--- src/imsc_pkg.sv ---
// Package for the interrupt enable set/clear block: offsets, fields, reset values.
// Assumes a 32-bit AXI4-Lite register bus with word-aligned registers.
package imsc_pkg;
   localparam int          IMSC_ADDR_W      = 6;
   localparam int          IMSC_DATA_W      = 32;
   localparam int          IMSC_WAIT_N      = 4;
   // Register byte offsets (chosen)
   localparam logic [5:0]  OFS_RAW_FLAGS    = 6'h00;
   localparam logic [5:0]  OFS_MASKED_FLAGS = 6'h04;
   localparam logic [5:0]  OFS_ENABLE_SET   = 6'h08;
   localparam logic [5:0]  OFS_ENABLE_CLEAR = 6'h0C;
   // Field positions
   localparam int          BIT_TIMEOUT      = 0;
   localparam int          BIT_WAIT_LO      = 2;
   localparam int          BIT_WAIT_HI      = 5;
   // Reset values
   localparam logic [5:0]  ENABLE_RESET     = 6'h00;
   localparam logic [5:0]  FLAGS_RESET      = 6'h00;
   // Implemented bits: 5..2 and 0; bit 1 and 31..6 read zero
   localparam logic [5:0]  FLAG_BITS_MASK   = 6'h3D;
   // AXI responses
   localparam logic [1:0]  RESP_OKAY        = 2'h0;
   localparam logic [1:0]  RESP_SLVERR      = 2'h2;
endpackage

--- src/imsc_flag_bank.sv ---
// Sticky event flags with write-one-to-clear and set-wins-over-clear.
// Assumes event pulses and clear strobes are in the aclk domain.
`timescale 1ns/1ps
module imsc_flag_bank #(
   parameter int WIDTH = 6
) (
   // Clock and reset
   input  wire logic             aclk,
   input  wire logic             aresetn,
   // Events and clears
   input  wire logic [WIDTH-1:0] event_pulse,
   input  wire logic [WIDTH-1:0] clear_strobe,
   // Flags
   output logic      [WIDTH-1:0] flags
);
   import imsc_pkg::*;

   // A new event in the clearing cycle survives
   always_ff @(posedge aclk) begin
      if (!aresetn) begin
         flags <= WIDTH'(FLAGS_RESET);
      end else begin
         flags <= (flags & ~clear_strobe) | event_pulse;
      end
   end
endmodule

--- src/imsc_top.sv ---
// Interrupt enable set/clear logic with raw and masked flags, AXI4-Lite slave.
// Assumes event pulses arrive one cycle wide from controller logic on aclk.
`timescale 1ns/1ps
// Notes on behaviour
// Writing 1 to set bit 0 enables timeout; both registers then read 1.
// Writing 0 to any enable bit leaves the enable state alone.
// Timeout enable clears only via 1 written to clear bit 0.
// Enabled: masked flag follows its event and raises the interrupt.
// Disabled: masked flag reads 0 and no interrupt comes.
// Writing 1 to clear bits 5..2 disables that wait-rise interrupt.
// Wait-rise enable is set only by writing 1 to its set bit.
// Bits 31..6 and bit 1 read 0; software writes 0 there.
// Masked timeout flag sets on enabled timeout; writing 1 clears raw too.
// Set bits 5..2 hold wait-rise enables; writing 1 sets them.
// Clear bit 0 holds timeout enable; writing 1 disables timeout.
// One stored enable per source, seen in both; irq is OR of masked.
module imsc_top (
   // Clock and reset
   input  wire logic                        aclk,
   input  wire logic                        aresetn,
   // Write address channel
   input  wire logic [imsc_pkg::IMSC_ADDR_W-1:0] s_axi_awaddr,
   input  wire logic [2:0]                  s_axi_awprot,
   input  wire logic                        s_axi_awvalid,
   output logic                             s_axi_awready,
   // Write data channel
   input  wire logic [imsc_pkg::IMSC_DATA_W-1:0] s_axi_wdata,
   input  wire logic [3:0]                  s_axi_wstrb,
   input  wire logic                        s_axi_wvalid,
   output logic                             s_axi_wready,
   // Write response channel
   output logic [1:0]                       s_axi_bresp,
   output logic                             s_axi_bvalid,
   input  wire logic                        s_axi_bready,
   // Read address channel
   input  wire logic [imsc_pkg::IMSC_ADDR_W-1:0] s_axi_araddr,
   input  wire logic [2:0]                  s_axi_arprot,
   input  wire logic                        s_axi_arvalid,
   output logic                             s_axi_arready,
   // Read data channel
   output logic [imsc_pkg::IMSC_DATA_W-1:0] s_axi_rdata,
   output logic [1:0]                       s_axi_rresp,
   output logic                             s_axi_rvalid,
   input  wire logic                        s_axi_rready,
   // Events from the controller
   input  wire logic                        timeout_event,
   input  wire logic [imsc_pkg::IMSC_WAIT_N-1:0] wait_rise_event,
   // Interrupt
   output logic                             irq
);
   import imsc_pkg::*;

   logic [IMSC_ADDR_W-1:0] awaddr_r;
   logic                   aw_held_r;
   logic [IMSC_DATA_W-1:0] wdata_r;
   logic [3:0]             wstrb_r;
   logic                   w_held_r;
   logic                   wr_fire;
   logic                   rd_fire;
   logic [5:0]             enable_r;
   logic [5:0]             raw_flags;
   logic [5:0]             masked_flags;
   logic [5:0]             event_vec;
   logic [5:0]             wr_bits;
   logic [5:0]             set_hit;
   logic [5:0]             clr_hit;
   logic [5:0]             flag_clear;
   logic [IMSC_DATA_W-1:0] rd_value;

   // Word-aligned offset of an address
   function automatic logic [5:0] word_ofs(input logic [IMSC_ADDR_W-1:0] a);
      return {a[5:2], 2'b00};
   endfunction

   // Each channel takes one transfer and holds it until the write fires; neither is taken while bvalid is high
   assign s_axi_awready = !aw_held_r && !s_axi_bvalid;
   assign s_axi_wready  = !w_held_r && !s_axi_bvalid;
   assign wr_fire       = aw_held_r && w_held_r && !s_axi_bvalid;

   // Write address capture
   always_ff @(posedge aclk) begin
      if (!aresetn) begin
         aw_held_r <= 1'b0;
         awaddr_r  <= '0;
      end else if (s_axi_awvalid && s_axi_awready) begin
         aw_held_r <= 1'b1;
         awaddr_r  <= s_axi_awaddr;
      end else if (wr_fire) begin
         aw_held_r <= 1'b0;
      end
   end

   // Write data capture
   always_ff @(posedge aclk) begin
      if (!aresetn) begin
         w_held_r <= 1'b0;
         wdata_r  <= '0;
         wstrb_r  <= '0;
      end else if (s_axi_wvalid && s_axi_wready) begin
         w_held_r <= 1'b1;
         wdata_r  <= s_axi_wdata;
         wstrb_r  <= s_axi_wstrb;
      end else if (wr_fire) begin
         w_held_r <= 1'b0;
      end
   end

   // Write response; unmapped offsets answer SLVERR
   always_ff @(posedge aclk) begin
      if (!aresetn) begin
         s_axi_bvalid <= 1'b0;
         s_axi_bresp  <= RESP_OKAY;
      end else if (wr_fire) begin
         s_axi_bvalid <= 1'b1;
         s_axi_bresp  <= (word_ofs(awaddr_r) > OFS_ENABLE_CLEAR) ? RESP_SLVERR : RESP_OKAY;
      end else if (s_axi_bready) begin
         s_axi_bvalid <= 1'b0;
      end
   end

   // Only byte lane 0 carries implemented bits; reserved bits are dropped
   assign wr_bits = wstrb_r[0] ? (wdata_r[5:0] & FLAG_BITS_MASK) : 6'h00;
   assign set_hit = (wr_fire && word_ofs(awaddr_r) == OFS_ENABLE_SET) ? wr_bits : 6'h00;
   assign clr_hit = (wr_fire && word_ofs(awaddr_r) == OFS_ENABLE_CLEAR) ? wr_bits : 6'h00;

   // Single enable store shared by set and clear views
   always_ff @(posedge aclk) begin
      if (!aresetn) begin
         enable_r <= ENABLE_RESET;
      end else begin
         // Zeros in set_hit/clr_hit change nothing; set wins a same-cycle tie
         enable_r <= (enable_r & ~clr_hit) | set_hit;
      end
   end

   // Event vector in register layout
   always_comb begin
      event_vec                           = 6'h00;
      event_vec[BIT_TIMEOUT]              = timeout_event;
      event_vec[BIT_WAIT_HI:BIT_WAIT_LO]  = wait_rise_event;
   end

   // Writing 1 to a masked or raw flag clears the raw flag beneath it
   assign flag_clear = (wr_fire && (word_ofs(awaddr_r) == OFS_MASKED_FLAGS ||
                        word_ofs(awaddr_r) == OFS_RAW_FLAGS)) ? wr_bits : 6'h00;

   imsc_flag_bank #(
      .WIDTH        (6)
   ) u_raw_flags (
      .aclk         (aclk),
      .aresetn      (aresetn),
      .event_pulse  (event_vec),
      .clear_strobe (flag_clear),
      .flags        (raw_flags)
   );

   // Masked view gated by the enables
   assign masked_flags = raw_flags & enable_r;
   assign irq          = |masked_flags;

   // Read path: one read at a time, answered the cycle after arvalid is taken
   assign s_axi_arready = !s_axi_rvalid;
   assign rd_fire       = s_axi_arvalid && s_axi_arready;

   // Read multiplexer; bits 31..6 and bit 1 are always zero
   always_comb begin
      rd_value = '0;
      unique case (word_ofs(s_axi_araddr))
         OFS_RAW_FLAGS:    rd_value[5:0] = raw_flags;
         OFS_MASKED_FLAGS: rd_value[5:0] = masked_flags;
         OFS_ENABLE_SET:   rd_value[5:0] = enable_r;
         OFS_ENABLE_CLEAR: rd_value[5:0] = enable_r;
         default:          rd_value      = '0;
      endcase
   end

   // Read data channel
   always_ff @(posedge aclk) begin
      if (!aresetn) begin
         s_axi_rvalid <= 1'b0;
         s_axi_rdata  <= '0;
         s_axi_rresp  <= RESP_OKAY;
      end else if (rd_fire) begin
         s_axi_rvalid <= 1'b1;
         s_axi_rdata  <= rd_value;
         s_axi_rresp  <= (word_ofs(s_axi_araddr) > OFS_ENABLE_CLEAR) ? RESP_SLVERR : RESP_OKAY;
      end else if (s_axi_rready) begin
         s_axi_rvalid <= 1'b0;
      end
   end
endmodule

--- config.mk ---
export PLATFORM = sky130hd
export DESIGN_NAME = imsc_top
export DESIGN_NICKNAME = d
export VERILOG_FILES = /design/src/imsc_pkg.sv /design/src/imsc_flag_bank.sv /design/src/imsc_top.sv
export SDC_FILE = /design/constraint.sdc
export NUM_CORES = 1
export LEC_CHECK = 0
export BUFFER_PORTS_ARGS = -buffer_cell sky130_fd_sc_hd__buf_2
export CORE_ASPECT_RATIO = 0.6
export CORE_MARGIN = 1
export CORE_UTILIZATION = 25
export DETAILED_ROUTE_END_ITERATION = 6
export MAX_ROUTING_LAYER = met4
export PLACE_DENSITY = 0.62
export SKIP_LAST_GASP = 1
export SLEW_MARGIN = 20
export SYNTH_ARGS = -nofsm -noshare
export SYNTH_HDL_FRONTEND = slang
export SYNTH_SLANG_ARGS = --single-unit
--- constraint.sdc ---
create_clock -name aclk -period 4.05 [get_ports aclk]
set_input_delay 0.81 -clock aclk [delete_from_list [all_inputs] [get_ports aclk]]
set_output_delay 0.81 -clock aclk [all_outputs]
set_load 0.02 [all_outputs]
==> results of run 1 <==
critical path, stage by stage, from the launching register on:
cell and delay, ns:
sky130_fd_sc_hd__dfxtp_1 0.34, sky130_fd_sc_hd__a222oi_1 0.33, sky130_fd_sc_hd__nand2_1 0.12, sky130_fd_sc_hd__buf_2 0.18
power by group:
| group | switching, µW | internal (µW) |
|---|---|---|
| Sequential | 15.8 | 321 |
| Clock | 111 | 120 |
| Combinational | 67.4 | 36.7 |
per-layer routing:
layer / wire [µm] / vias up / track usage [%]
li1: - / 589 / -
met1: 1780 / 544 / 15.9
met2: 1230 / 43 / 14.4
met3: 243 / 5 / 4.39
met4: 38 / 0 / 3.75
met5: 0 / - / -
flip-flops by register name, summed over array words and instances, names as in the netlist:
signal / cells
enable_r: 5
wdata_r: 5
s_axi_bvalid: 1
s_axi_rdata: 5
awaddr_r: 4
s_axi_rvalid: 1
s_axi_rresp: 1
wstrb_r: 1
u_raw_flags.flags: 5
s_axi_bresp: 1
w_held_r: 1
aw_held_r: 1
cell usage after synthesis:
cell and number:
sky130_fd_sc_hd__o311ai_0 1, sky130_fd_sc_hd__nand2b_1 4, sky130_fd_sc_hd__a21boi_0 1, sky130_fd_sc_hd__nor3_1 1
sky130_fd_sc_hd__conb_1 1, sky130_fd_sc_hd__buf_6 2, sky130_fd_sc_hd__o311a_1 1, sky130_fd_sc_hd__a21oi_1 2
sky130_fd_sc_hd__o41ai_1 5, sky130_fd_sc_hd__clkbuf_2 1, sky130_fd_sc_hd__nand3_1 2, sky130_fd_sc_hd__o311ai_1 4
sky130_fd_sc_hd__nor3b_2 1, sky130_fd_sc_hd__nor2_1 5, sky130_fd_sc_hd__buf_4 29, sky130_fd_sc_hd__o211a_1 2
sky130_fd_sc_hd__inv_1 5, sky130_fd_sc_hd__nand3b_1 1, sky130_fd_sc_hd__clkbuf_1 4, sky130_fd_sc_hd__nor3b_1 1
sky130_fd_sc_hd__mux2i_1 10, sky130_fd_sc_hd__a31oi_1 4, sky130_fd_sc_hd__o2bb2ai_1 4, sky130_fd_sc_hd__o22ai_1 5
sky130_fd_sc_hd__nand2_1 9, sky130_fd_sc_hd__nor2b_1 14, sky130_fd_sc_hd__buf_2 1, sky130_fd_sc_hd__a22oi_1 1
sky130_fd_sc_hd__a222oi_1 1, sky130_fd_sc_hd__dfxtp_1 31, sky130_fd_sc_hd__nor4_1 1, sky130_fd_sc_hd__or4b_4 1
sky130_fd_sc_hd__o21ai_0 5, sky130_fd_sc_hd__a2bb2o_1 1
cell families (layout without fill, tap and decap cells):
| family | after synthesis | after routing | synth area share, % |
|---|---|---|---|
| buffers and inverters | 42 | 52 | 18.7 |
| and+or+nand+nor | 40 | 40 | 15.0 |
| AOI/OAI and AO/OA | 37 | 37 | 18.4 |
| DFF | 31 | 31 | 41.0 |
| muxes | 10 | 10 | 6.61 |
| other | 1 | 29 | 0.247 |
per-stage QoR:
stage               worst slack, ns  hold slack (ns)  total power (µW)
floorplan                      2.42            0.436               439
global placement               2.20            0.447               445
detailed placement             2.11            0.448               447
CTS                            2.00            0.467               682
global route                   1.92            0.491               711
finish                         2.00            0.464               672
cell type report:
class,instances,area (µm²),area share [%]
clock inverter,1,5.00,0.289
timing repair buffer,39,198,11.4
multi-input combinational,116,716,41.3
tap,80,100,5.77
clock buffer,7,76.3,4.40
inverter,5,18.8,1.08
sequential,31,621,35.8
path summary, 6_finish.rpt:
path         slack, ns                 start  cells after the start                   end
max               2.00  u_raw_flags.flags[5]                      3                   irq
min               0.46        s_axi_rdata[5]                      1        s_axi_rdata[5]
max reg2reg       2.18              w_held_r                      3  u_raw_flags.flags[4]
min reg2reg       0.46        s_axi_rdata[5]                      1        s_axi_rdata[5]
==> flow_results.org, run 1 <==
** Route
- Across all layers, the routed design uses 1181 vias.
- First-pass detailed-route iteration total :: 4
- Remaining design rule violation count :: 0
- In this run the remaining antenna-violating nets after routing total 0.
- Iter 0 DRT Violations :: 68
- Total wirelength of the detailed-routed design :: 3300 µm
- After detailed routing, the average wire length per cell comes to 11.8 µm.
- Using the TritonRoute via totals, the vias-per-cell ratio works out to 4.23.

** Place
- In this run, placement finished with an instance count of 271.
- Placement Cell Area :: 0.00165 mm²
- Post-DP HPWL :: 2510 µm
- Weighted congestion reported at the end of routability-driven placement :: 0.766
- In this run the tool buffered the top-level ports with 38 buffer cells.

** Timing
- For the pin with the worst max-slew slack, the measured transition is 0.615 ns.
- Hold violation count in the final report :: 0
- Pins Over Slew Limit :: 0
- Setup total negative slack :: 0 ns
- The worst pin sits at a relative slew slack of 58.7%.
- Count of endpoints failing setup in the final report :: 0
- Upper clock frequency limit :: 0.487 GHz
- Of the available clock period, the critical path in the final layout requires 50.7%.
- Across the routed clock network, the largest skew measured is 0.00382 ns.
- Counting I/O delays and the setup requirement, the final critical path takes 2.05 ns.
- Unrepaired setup endpoints after global routing :: false

** Synth
- Yosys printed 0 warnings.
- Dominant cells by area after synthesis :: sky130_fd_sc_hd__dfxtp_1 41%, sky130_fd_sc_hd__buf_4 14%, sky130_fd_sc_hd__mux2i_1 6.6%, sky130_fd_sc_hd__nor2b_1 5.8%, sky130_fd_sc_hd__o41ai_1 2.9%
- The synthesized design devotes to its leading area cell type 41.0% of total area.
- Register bit total from synthesis :: 31
- Sequential elements use 41.0% of the synthesized area.
- Syn Area/Cell :: 9.41 µm²
- Synth cell types :: 34
- Synthesis produced 161 cells.
- Combined area of all synthesized cells :: 0.00152 mm²
- Post-synth top area cell :: sky130_fd_sc_hd__dfxtp_1

** Final layout
- In the final layout, the share of cells above drive strength 1 is 23.6%.
- The final layout contains 264 nets.
- Filler cells :: 613
- The number of antenna diodes in the final layout is 0.
- Leaving out filler cells and counting taps, the final layout contains 279.
- The top cell types in the final layout, fill and taps aside, are 38 x sky130_fd_sc_hd__buf_2, 31 x sky130_fd_sc_hd__dfxtp_1, 29 x sky130_fd_sc_hd__conb_1, 14 x sky130_fd_sc_hd__nor2b_1, 10 x sky130_fd_sc_hd__mux2i_1.
- Leaving out fill and tap cells, the most frequent cell in the layout is sky130_fd_sc_hd__buf_2.
- After routing the design area is 0.00173 mm².
- The area growth from synthesis to layout is 14.5%.
- Core utilization of the finished layout :: 30.4%

** Clock tree
- Buffer count from post-CTS setup fixing :: 0
- CTS root buf :: sky130_fd_sc_hd__clkbuf_8
- Number of buffers added to fix hold violations after cts :: 0
- Clock network latency to the later pin of the worst-skew pair :: 0.28 ns
- TritonCTS built the clock tree.
- Counting along the longest clock path gives a buffer depth of 2.
- In this run the number of H-tree levels came out at 2.
- Clock slew at reported path FFs :: 0.06 ns
- In this run, post-CTS repair resized a total of 0 instances.
- Clock buffers created by TritonCTS :: 5
- CTS saw 31 sinks.

** GRT
- The first global-routing pass estimated 5260 µm of wire.
- Global router's overall resource usage :: 11.3%
- Entering global routing, the biggest net connects 30 pins.
- The number of antenna violations at the first check in global routing came to 0.
- Global routing finished with a remaining overflow of 0.
- Via count of the first global-routing pass :: 1096

** Floorplan
- Die ar. :: 0.00639 mm²
- Y dimension of the die :: 62.3 µm
- Total number of placement rows :: 21
- Once the floorplan was initialized, standard cells occupied 26.6% of the core.
- Die Width :: 103 µm
- Boundary pin count :: 108
- Core Box Area :: 0.00570 mm²

** Worst setup path
- Along the worst path, the maximum fanout reaches 3.
- The worst setup path is of the reg -> out kind.
- For the worst setup path, the data required time is 3.24 ns.
- Type of element capturing the critical path :: primary output
- Data arrives at the worst endpoint at 1.24 ns.
- The worst setup path is launched from a flip-flop.

** Power
- Static Leak :: 0.000770 µW
- VDD IR max :: 111 µV
- Areal power density over the cells :: 388 mW/mm²

** Outcome
- The run finished with clean final reports.

** Run
- Max-cap violations in this run came to 0.

** Min path
- Path class of the lowest-slack min-delay path :: reg -> reg
Note: power is estimated with default switching activity, not from simulation.
==> run 2: changes to the inputs <==
==> constraint.sdc (replaced) <==
create_clock -name aclk -period 1.9 [get_ports aclk]
set_input_delay 0.38 -clock aclk [delete_from_list [all_inputs] [get_ports aclk]]
set_output_delay 0.38 -clock aclk [all_outputs]
set_load 0.02 [all_outputs]
==> flow_results.org, run 2 (synthesis gave the netlist of run 1 again) <==
** Outcome
- Outcome :: completed

** Final layout
- Cells fill 31.1% of the core in the end.
- Final-stage net count :: 267
- In the final layout, the share of cells above drive strength 1 is 25.2%.
- Leaving out fill and tap cells, the most frequent cell in the layout is sky130_fd_sc_hd__buf_2.
- Commonest cells after routing, fill and taps aside :: 38 x sky130_fd_sc_hd__buf_2, 31 x sky130_fd_sc_hd__dfxtp_1, 29 x sky130_fd_sc_hd__conb_1, 14 x sky130_fd_sc_hd__nor2b_1, 10 x sky130_fd_sc_hd__mux2i_1
- 0 antenna diodes ended up in the layout.
- Area growth from synthesis to final layout :: 17.2%

** Clock tree
- CTS root buf :: sky130_fd_sc_hd__clkbuf_8
- Clock tree synthesis inserted a total of 5 buffers.
- CTS tree :: yes
- Number of buffers added to fix hold violations after cts :: 0
- Clock tree synthesis found a total of 31 sinks.
- Max H-tree Level :: 2
- PostCTS Resize Cnt :: 0
- The clock reaches the later pin of the worst-skew pair after 0.28 ns.
- Clock slew at reported path FFs :: 0.07 ns
- Counting along the longest clock path gives a buffer depth of 2.
- Buffer count from post-CTS setup fixing :: 0

** Route
- Number of nets with antenna violations after detailed routing :: 0
- In the routed design, unresolved DRC markers number 0.
- Vias per cell :: 4.18
- The detailed router finished its first iteration with 76 violations.
- For this block, the routed nets add up to 3400 µm of wire.
- Across all layers, the routed design uses 1178 vias.
- Wire length per cell after detailed routing :: 12.1 µm
- First-pass detailed-route iteration total :: 4

** GRT
- Initial antenna violation count :: 0
- Global router's overall resource usage :: 11.4%
- Pin count of the biggest net entering global routing :: 19
- Overall overflow remaining after global route :: 0
- The first global-routing pass estimated 5380 µm of wire.
- The number of global-route vias before repair came to 1109.

** Power
- Across the VDD grid, the largest voltage drop is 245 µV.
- Of the total power, the clock network draws 37.5%.
- Static Leak :: 0.000795 µW
- Internal power comes to 1100 µW.
- Proportion of power drawn by combinational gates :: 15.1%
- Per report_power, the sequential group accounts for 47.4% of the total.
- Power spread over the standard cell area amounts to 852 mW/mm².
- Psw :: 418 µW
- Net switching fraction of the power :: 27.6%

** Floorplan
- Core Box Area :: 0.00570 mm²
- Row generation in the floorplan step produced 21 rows.
- In this run the vertical extent of the chip is 62.3 µm.
- Die ar. :: 0.00639 mm²
- Die Width :: 103 µm
- Boundary pin count :: 108
- Once the floorplan was initialized, standard cells occupied 26.6% of the core.

** Timing
- Minimum clock period :: 1.72 ns
- Hold violation count in the final report :: 0
- Count of endpoints failing setup in the final report :: 0
- Post-route clock skew :: 0.00711 ns
- Hold timing on the final database bottoms out at a slack of 0.334 ns.
- Upper clock frequency limit :: 0.582 GHz
- Final worst path period share :: 90.4%
- Post-route setup slack :: 0.182 ns
- Setup total negative slack :: 0 ns
- Setup repair after global routing left no endpoint under its margin.
- Pins Over Slew Limit :: 0

** Place
- Weighted congestion reported at the end of routability-driven placement :: 0.770
- During placement, the flow inserted port buffers numbering 38.
- Pre-CTS WS :: 0.240 ns
- Post-DP HPWL :: 2610 µm

** Worst setup path
- Critical R2R Launch :: w_held_r
- Setup slack on the worst reg-to-reg path comes out at 0.18 ns.
- CP Launch Point :: w_held_r
- Terminus of the critical flop-to-flop path :: u_raw_flags.flags[4]
- Maximum cell stage delay along the critical path :: 0.59 ns
- Critical Path Source Type :: flip-flop
- The number of cells on the worst reg-to-reg path is 4.
- List of cells traversed by the critical path :: or4b_4, nor3_1, buf_4, a31oi_1
- Cell with the largest stage delay on the worst path :: sky130_fd_sc_hd__or4b_4
- The critical path is of the reg -> reg type.
- Arrival time at the worst endpoint :: 1.88 ns
- Type of element capturing the critical path :: flip-flop
- In this run the worst path has a maximum fanout of 12.
- STA puts the critical path data required time at 2.06 ns.
- Worst setup path endpoint :: u_raw_flags.flags[4]

** Run
- The tool flagged a number of max-cap violations equal to 0.

** Min path
- Path class of the lowest-slack min-delay path :: in -> reg
-- run 2: changes by cell type in the layout (fill, tap and decap cells not counted) --
cell,change
sky130_fd_sc_hd__clkbuf_8,+2
sky130_fd_sc_hd__clkbuf_1,-1
sky130_fd_sc_hd__buf_4,+3
sky130_fd_sc_hd__clkinv_2,-1
-- run 2: layer usage --
metal  track usage, %  vias to the layer above  part of all wire (%)
li1                 -                      599                     -
met1             16.0                      543                    55
met2             15.6                       36                    40
met3             4.17                        0                   5.2
met4             2.14                        0                     0
met5                -                        -                     0
-- run 2: power groups by stage --
stage	logic (µW)	clock network (µW)	registers (µW)
after floorplan	210	0	726
after global placement	224	0	729
after detailed placement	229	0	730
after CTS	230	577	716
after global routing	251	614	722
final	229	567	717
-- run 2: worst max-delay path, delay by kind of cell, from the launching register on --
kind	cells	cell delay, ns
AOI/OAI and AO/OA	1	0.08
and+or+nand+nor	2	0.89
DFF	1	0.45
buffers and inverters	1	0.19
-- run 2: layout make-up --
type / count / area (µm²)
fillers: 623 / 3930
inverters: 5 / 18.8
multi-input cells: 116 / 716
clock buffers: 8 / 100
well taps: 80 / 100
repair buffers: 42 / 220
flip-flops and latches: 31 / 621
-- run 2: how the worst min path moves through the flow --
stage | start | endpoint | cells past startpoint
global placement | s_axi_rdata[0] | s_axi_rdata[0] | 1
floorplan | wdata_r[2] | u_raw_flags.flags[2] | 1
detailed placement | s_axi_rdata[3] | s_axi_rdata[3] | 1
CTS | s_axi_arvalid | s_axi_rvalid | 2
global route | wait_rise_event[0] | u_raw_flags.flags[2] | 3
finish | s_axi_arvalid | s_axi_rvalid | 2
-- run 2: metrics by stage --
| stage | instances | cell area (µm²) | power (µW) |
|---|---|---|---|
| finish | 282 | 1780 | 1510 |
| global route | 282 | 1780 | 1590 |
| CTS | 282 | 1780 | 1520 |
| detailed placement | 274 | 1680 | 959 |
| global placement | 274 | 1680 | 953 |
| floorplan | 189 | 1620 | 937 |
==> run 3: changes to the inputs <==
--- a/config.mk
+++ b/config.mk
@@ -10,7 +10,6 @@
 export CORE_MARGIN = 1
 export CORE_UTILIZATION = 25
 export DETAILED_ROUTE_END_ITERATION = 6
-export MAX_ROUTING_LAYER = met4
 export PLACE_DENSITY = 0.62
 export SKIP_LAST_GASP = 1
 export SLEW_MARGIN = 20
==> flow_results.org, run 3 (synthesis gave the netlist of run 1 again) <==
** Outcome
- Outcome :: completed

** Min path
- Counting instances, the worst hold path has a depth of 2.
- Path class of the lowest-slack min-delay path :: in -> reg

** Route
- In this run the remaining antenna-violating nets after routing total 0.
- After detailed routing, the number of vias per cell comes to 4.18.
- The routed layout has 1180 vias.
- Before antenna repair, the detailed router went through 4 iterations.
- Total wirelength of the detailed-routed design :: 3390 µm
- Iter 0 DRT Violations :: 60
- In the routed design, unresolved DRC markers number 0.
- After detailed routing, the average wire length per cell comes to 12.0 µm.

** Place
- Weighted congestion reported at the end of routability-driven placement :: 0.760
- Prior to clock tree synthesis, the placed netlist has a worst setup slack of 0.240 ns.
- Summed over all nets, the half-perimeter wirelength after detailed placement is 2610 µm.
- Number of I/O port buffers :: 38

** Timing
- Final worst path period share :: 90.4%
- Minimum clock period :: 1.72 ns
- The total count of max-transition violations in the final report was 0.
- Upper clock frequency limit :: 0.582 GHz
- Across the routed clock network, the largest skew measured is 0.00746 ns.
- Count of endpoints failing setup in the final report :: 0
- Setup total negative slack :: 0 ns
- The number of failing hold endpoints at the final stage was 0.
- In the post-route analysis, the smallest setup slack over all paths is 0.182 ns.
- Setup repair after global routing left no endpoint under its margin.

** Worst setup path
- Critical R2R Launch :: w_held_r
- Critical Path Source Type :: flip-flop
- Delay-heaviest family, CP :: simple AND/OR/NAND/NOR gates
- STA puts the critical path data required time at 2.06 ns.
- Cell with the largest stage delay on the worst path :: sky130_fd_sc_hd__or4b_4
- Walking the worst path, the cells encountered are or4b_4, nor3_1, buf_4, a31oi_1.
- Counting buffers and inverters, the worst setup path is 4 cells deep.
- The worst register-to-register path has a setup slack of 0.18 ns.
- Arrival time at the worst endpoint :: 1.88 ns
- The most critical setup path has its startpoint at w_held_r.
- Counting both buffers and inverters, the worst setup path holds a total of 1.
- Reg2reg path depth :: 4
- Maximum cell stage delay along the critical path :: 0.59 ns
- Worst setup path endpoint :: u_raw_flags.flags[4]
- The endpoint identified for the worst register-to-register timing path is u_raw_flags.flags[4].
- The worst setup path is captured at a flip-flop.
- Along the worst path, the maximum fanout reaches 12.
- The worst setup path is of the reg -> reg kind.

** Final layout
- The number of antenna diodes in the final layout is 0.
- The library cell used most frequently in the layout, excluding fill and tap cells, is sky130_fd_sc_hd__buf_2.
- Multi-input gate area :: 716 µm²
- From synthesis to final layout, the design area changed by 17.2%.
- Commonest cells after routing, fill and taps aside :: 38 x sky130_fd_sc_hd__buf_2, 31 x sky130_fd_sc_hd__dfxtp_1, 29 x sky130_fd_sc_hd__conb_1, 14 x sky130_fd_sc_hd__nor2b_1, 10 x sky130_fd_sc_hd__mux2i_1
- The layout has 623 filler cells.
- The final layout contains 267 nets.
- Register cell area after layout :: 621 µm²
- Proportion of layout cells with a drive suffix above 1 :: 25.2%

** Clock tree
- At the later pin of the worst-skew pair, clock insertion delay measures 0.28 ns.
- Buffers inserted during clock tree synthesis total 5.
- Counting every sink on the clock net gives 31.
- The cell sitting at the root of the clock tree is a sky130_fd_sc_hd__clkbuf_8.
- Buffer count from post-CTS setup fixing :: 0
- Max H-tree Level :: 2
- CTS max path bufs :: 2
- The number of hold buffers added after CTS was 0.
- Clock slew at reported path FFs :: 0.07 ns
- Once the clock tree was built, the resizer swapped 0 gates to a different size.
- CTS tree :: yes

** Floorplan
- The die is 62.3 µm tall.
- The die covers 0.00639 mm².
- Total number of placement rows :: 21
- Core Box Area :: 0.00570 mm²
- Boundary pin count :: 108
- Initial Utilization :: 26.6%
- Die Width :: 103 µm

** GRT
- Via count of the first global-routing pass :: 1109
- Entering global routing, the biggest net connects 19 pins.
- Initial antenna violation count :: 0
- Global routing used 11.1% of the available tracks.
- The first global-routing pass estimated 5380 µm of wire.
- Global routing finished with a remaining overflow of 0.

** Power
- After layout, the design draws a total of 1510 µW.
- For this design the ratio of total power to cell area is 850 mW/mm².
- The worst-case IR drop observed on VDD is 243 µV.
- Summed over all cells, the static leakage comes to 0.000795 µW.

** Run
- Maxcap violations :: 0
[run 3: cell counts in the layout (fill, tap and decap cells not counted)]
Identical to the previous run, type by type.
[run 3: metrics by stage]
| step | cell area (µm²) | hold WS [ns] | std cells | utilization, % |
|---|---|---|---|---|
| after floorplan | 1620 | 0.436 | 189 | - |
| after global placement | 1680 | 0.446 | 274 | 29.4 |
| after detailed placement | 1680 | 0.450 | 274 | 29.4 |
| after CTS | 1780 | 0.326 | 282 | 31.1 |
| after global routing | 1780 | 0.361 | 282 | 31.1 |
| final | 1780 | 0.333 | 282 | 31.1 |
[run 3: area by class of cell]
class | count | share of cell area (%)
clock buffer | 8 | 5.64
sequential | 31 | 35.0
multi-input combinational | 116 | 40.3
tap | 80 | 5.64
inverter | 5 | 1.06
timing repair buffer | 42 | 12.4
[run 3: worst min path at each step]
stage | startpoint | to
3_5_place_dp | s_axi_rdata[3] | s_axi_rdata[3]
5_1_grt | wait_rise_event[0] | u_raw_flags.flags[2]
3_3_place_gp | s_axi_rdata[0] | s_axi_rdata[0]
6_report | s_axi_arvalid | s_axi_rvalid
2_1_floorplan | wdata_r[2] | u_raw_flags.flags[2]
4_1_cts | s_axi_arvalid | s_axi_rvalid
[run 3: where the power goes]
| group | switching, µW | internal, µW |
|---|---|---|
| clock network | 235 | 330 |
| registers | 32.6 | 684 |
| logic | 147 | 80.8 |
| total | 414 | 1100 |
[run 3: routing by layer]
layer	global-route usage (%)	vias up	wire, µm
met5	0	-	0
met4	2.14	0	8
met3	4.39	2	251
met2	15.6	42	1320
met1	15.8	534	1810
li1	-	602	-
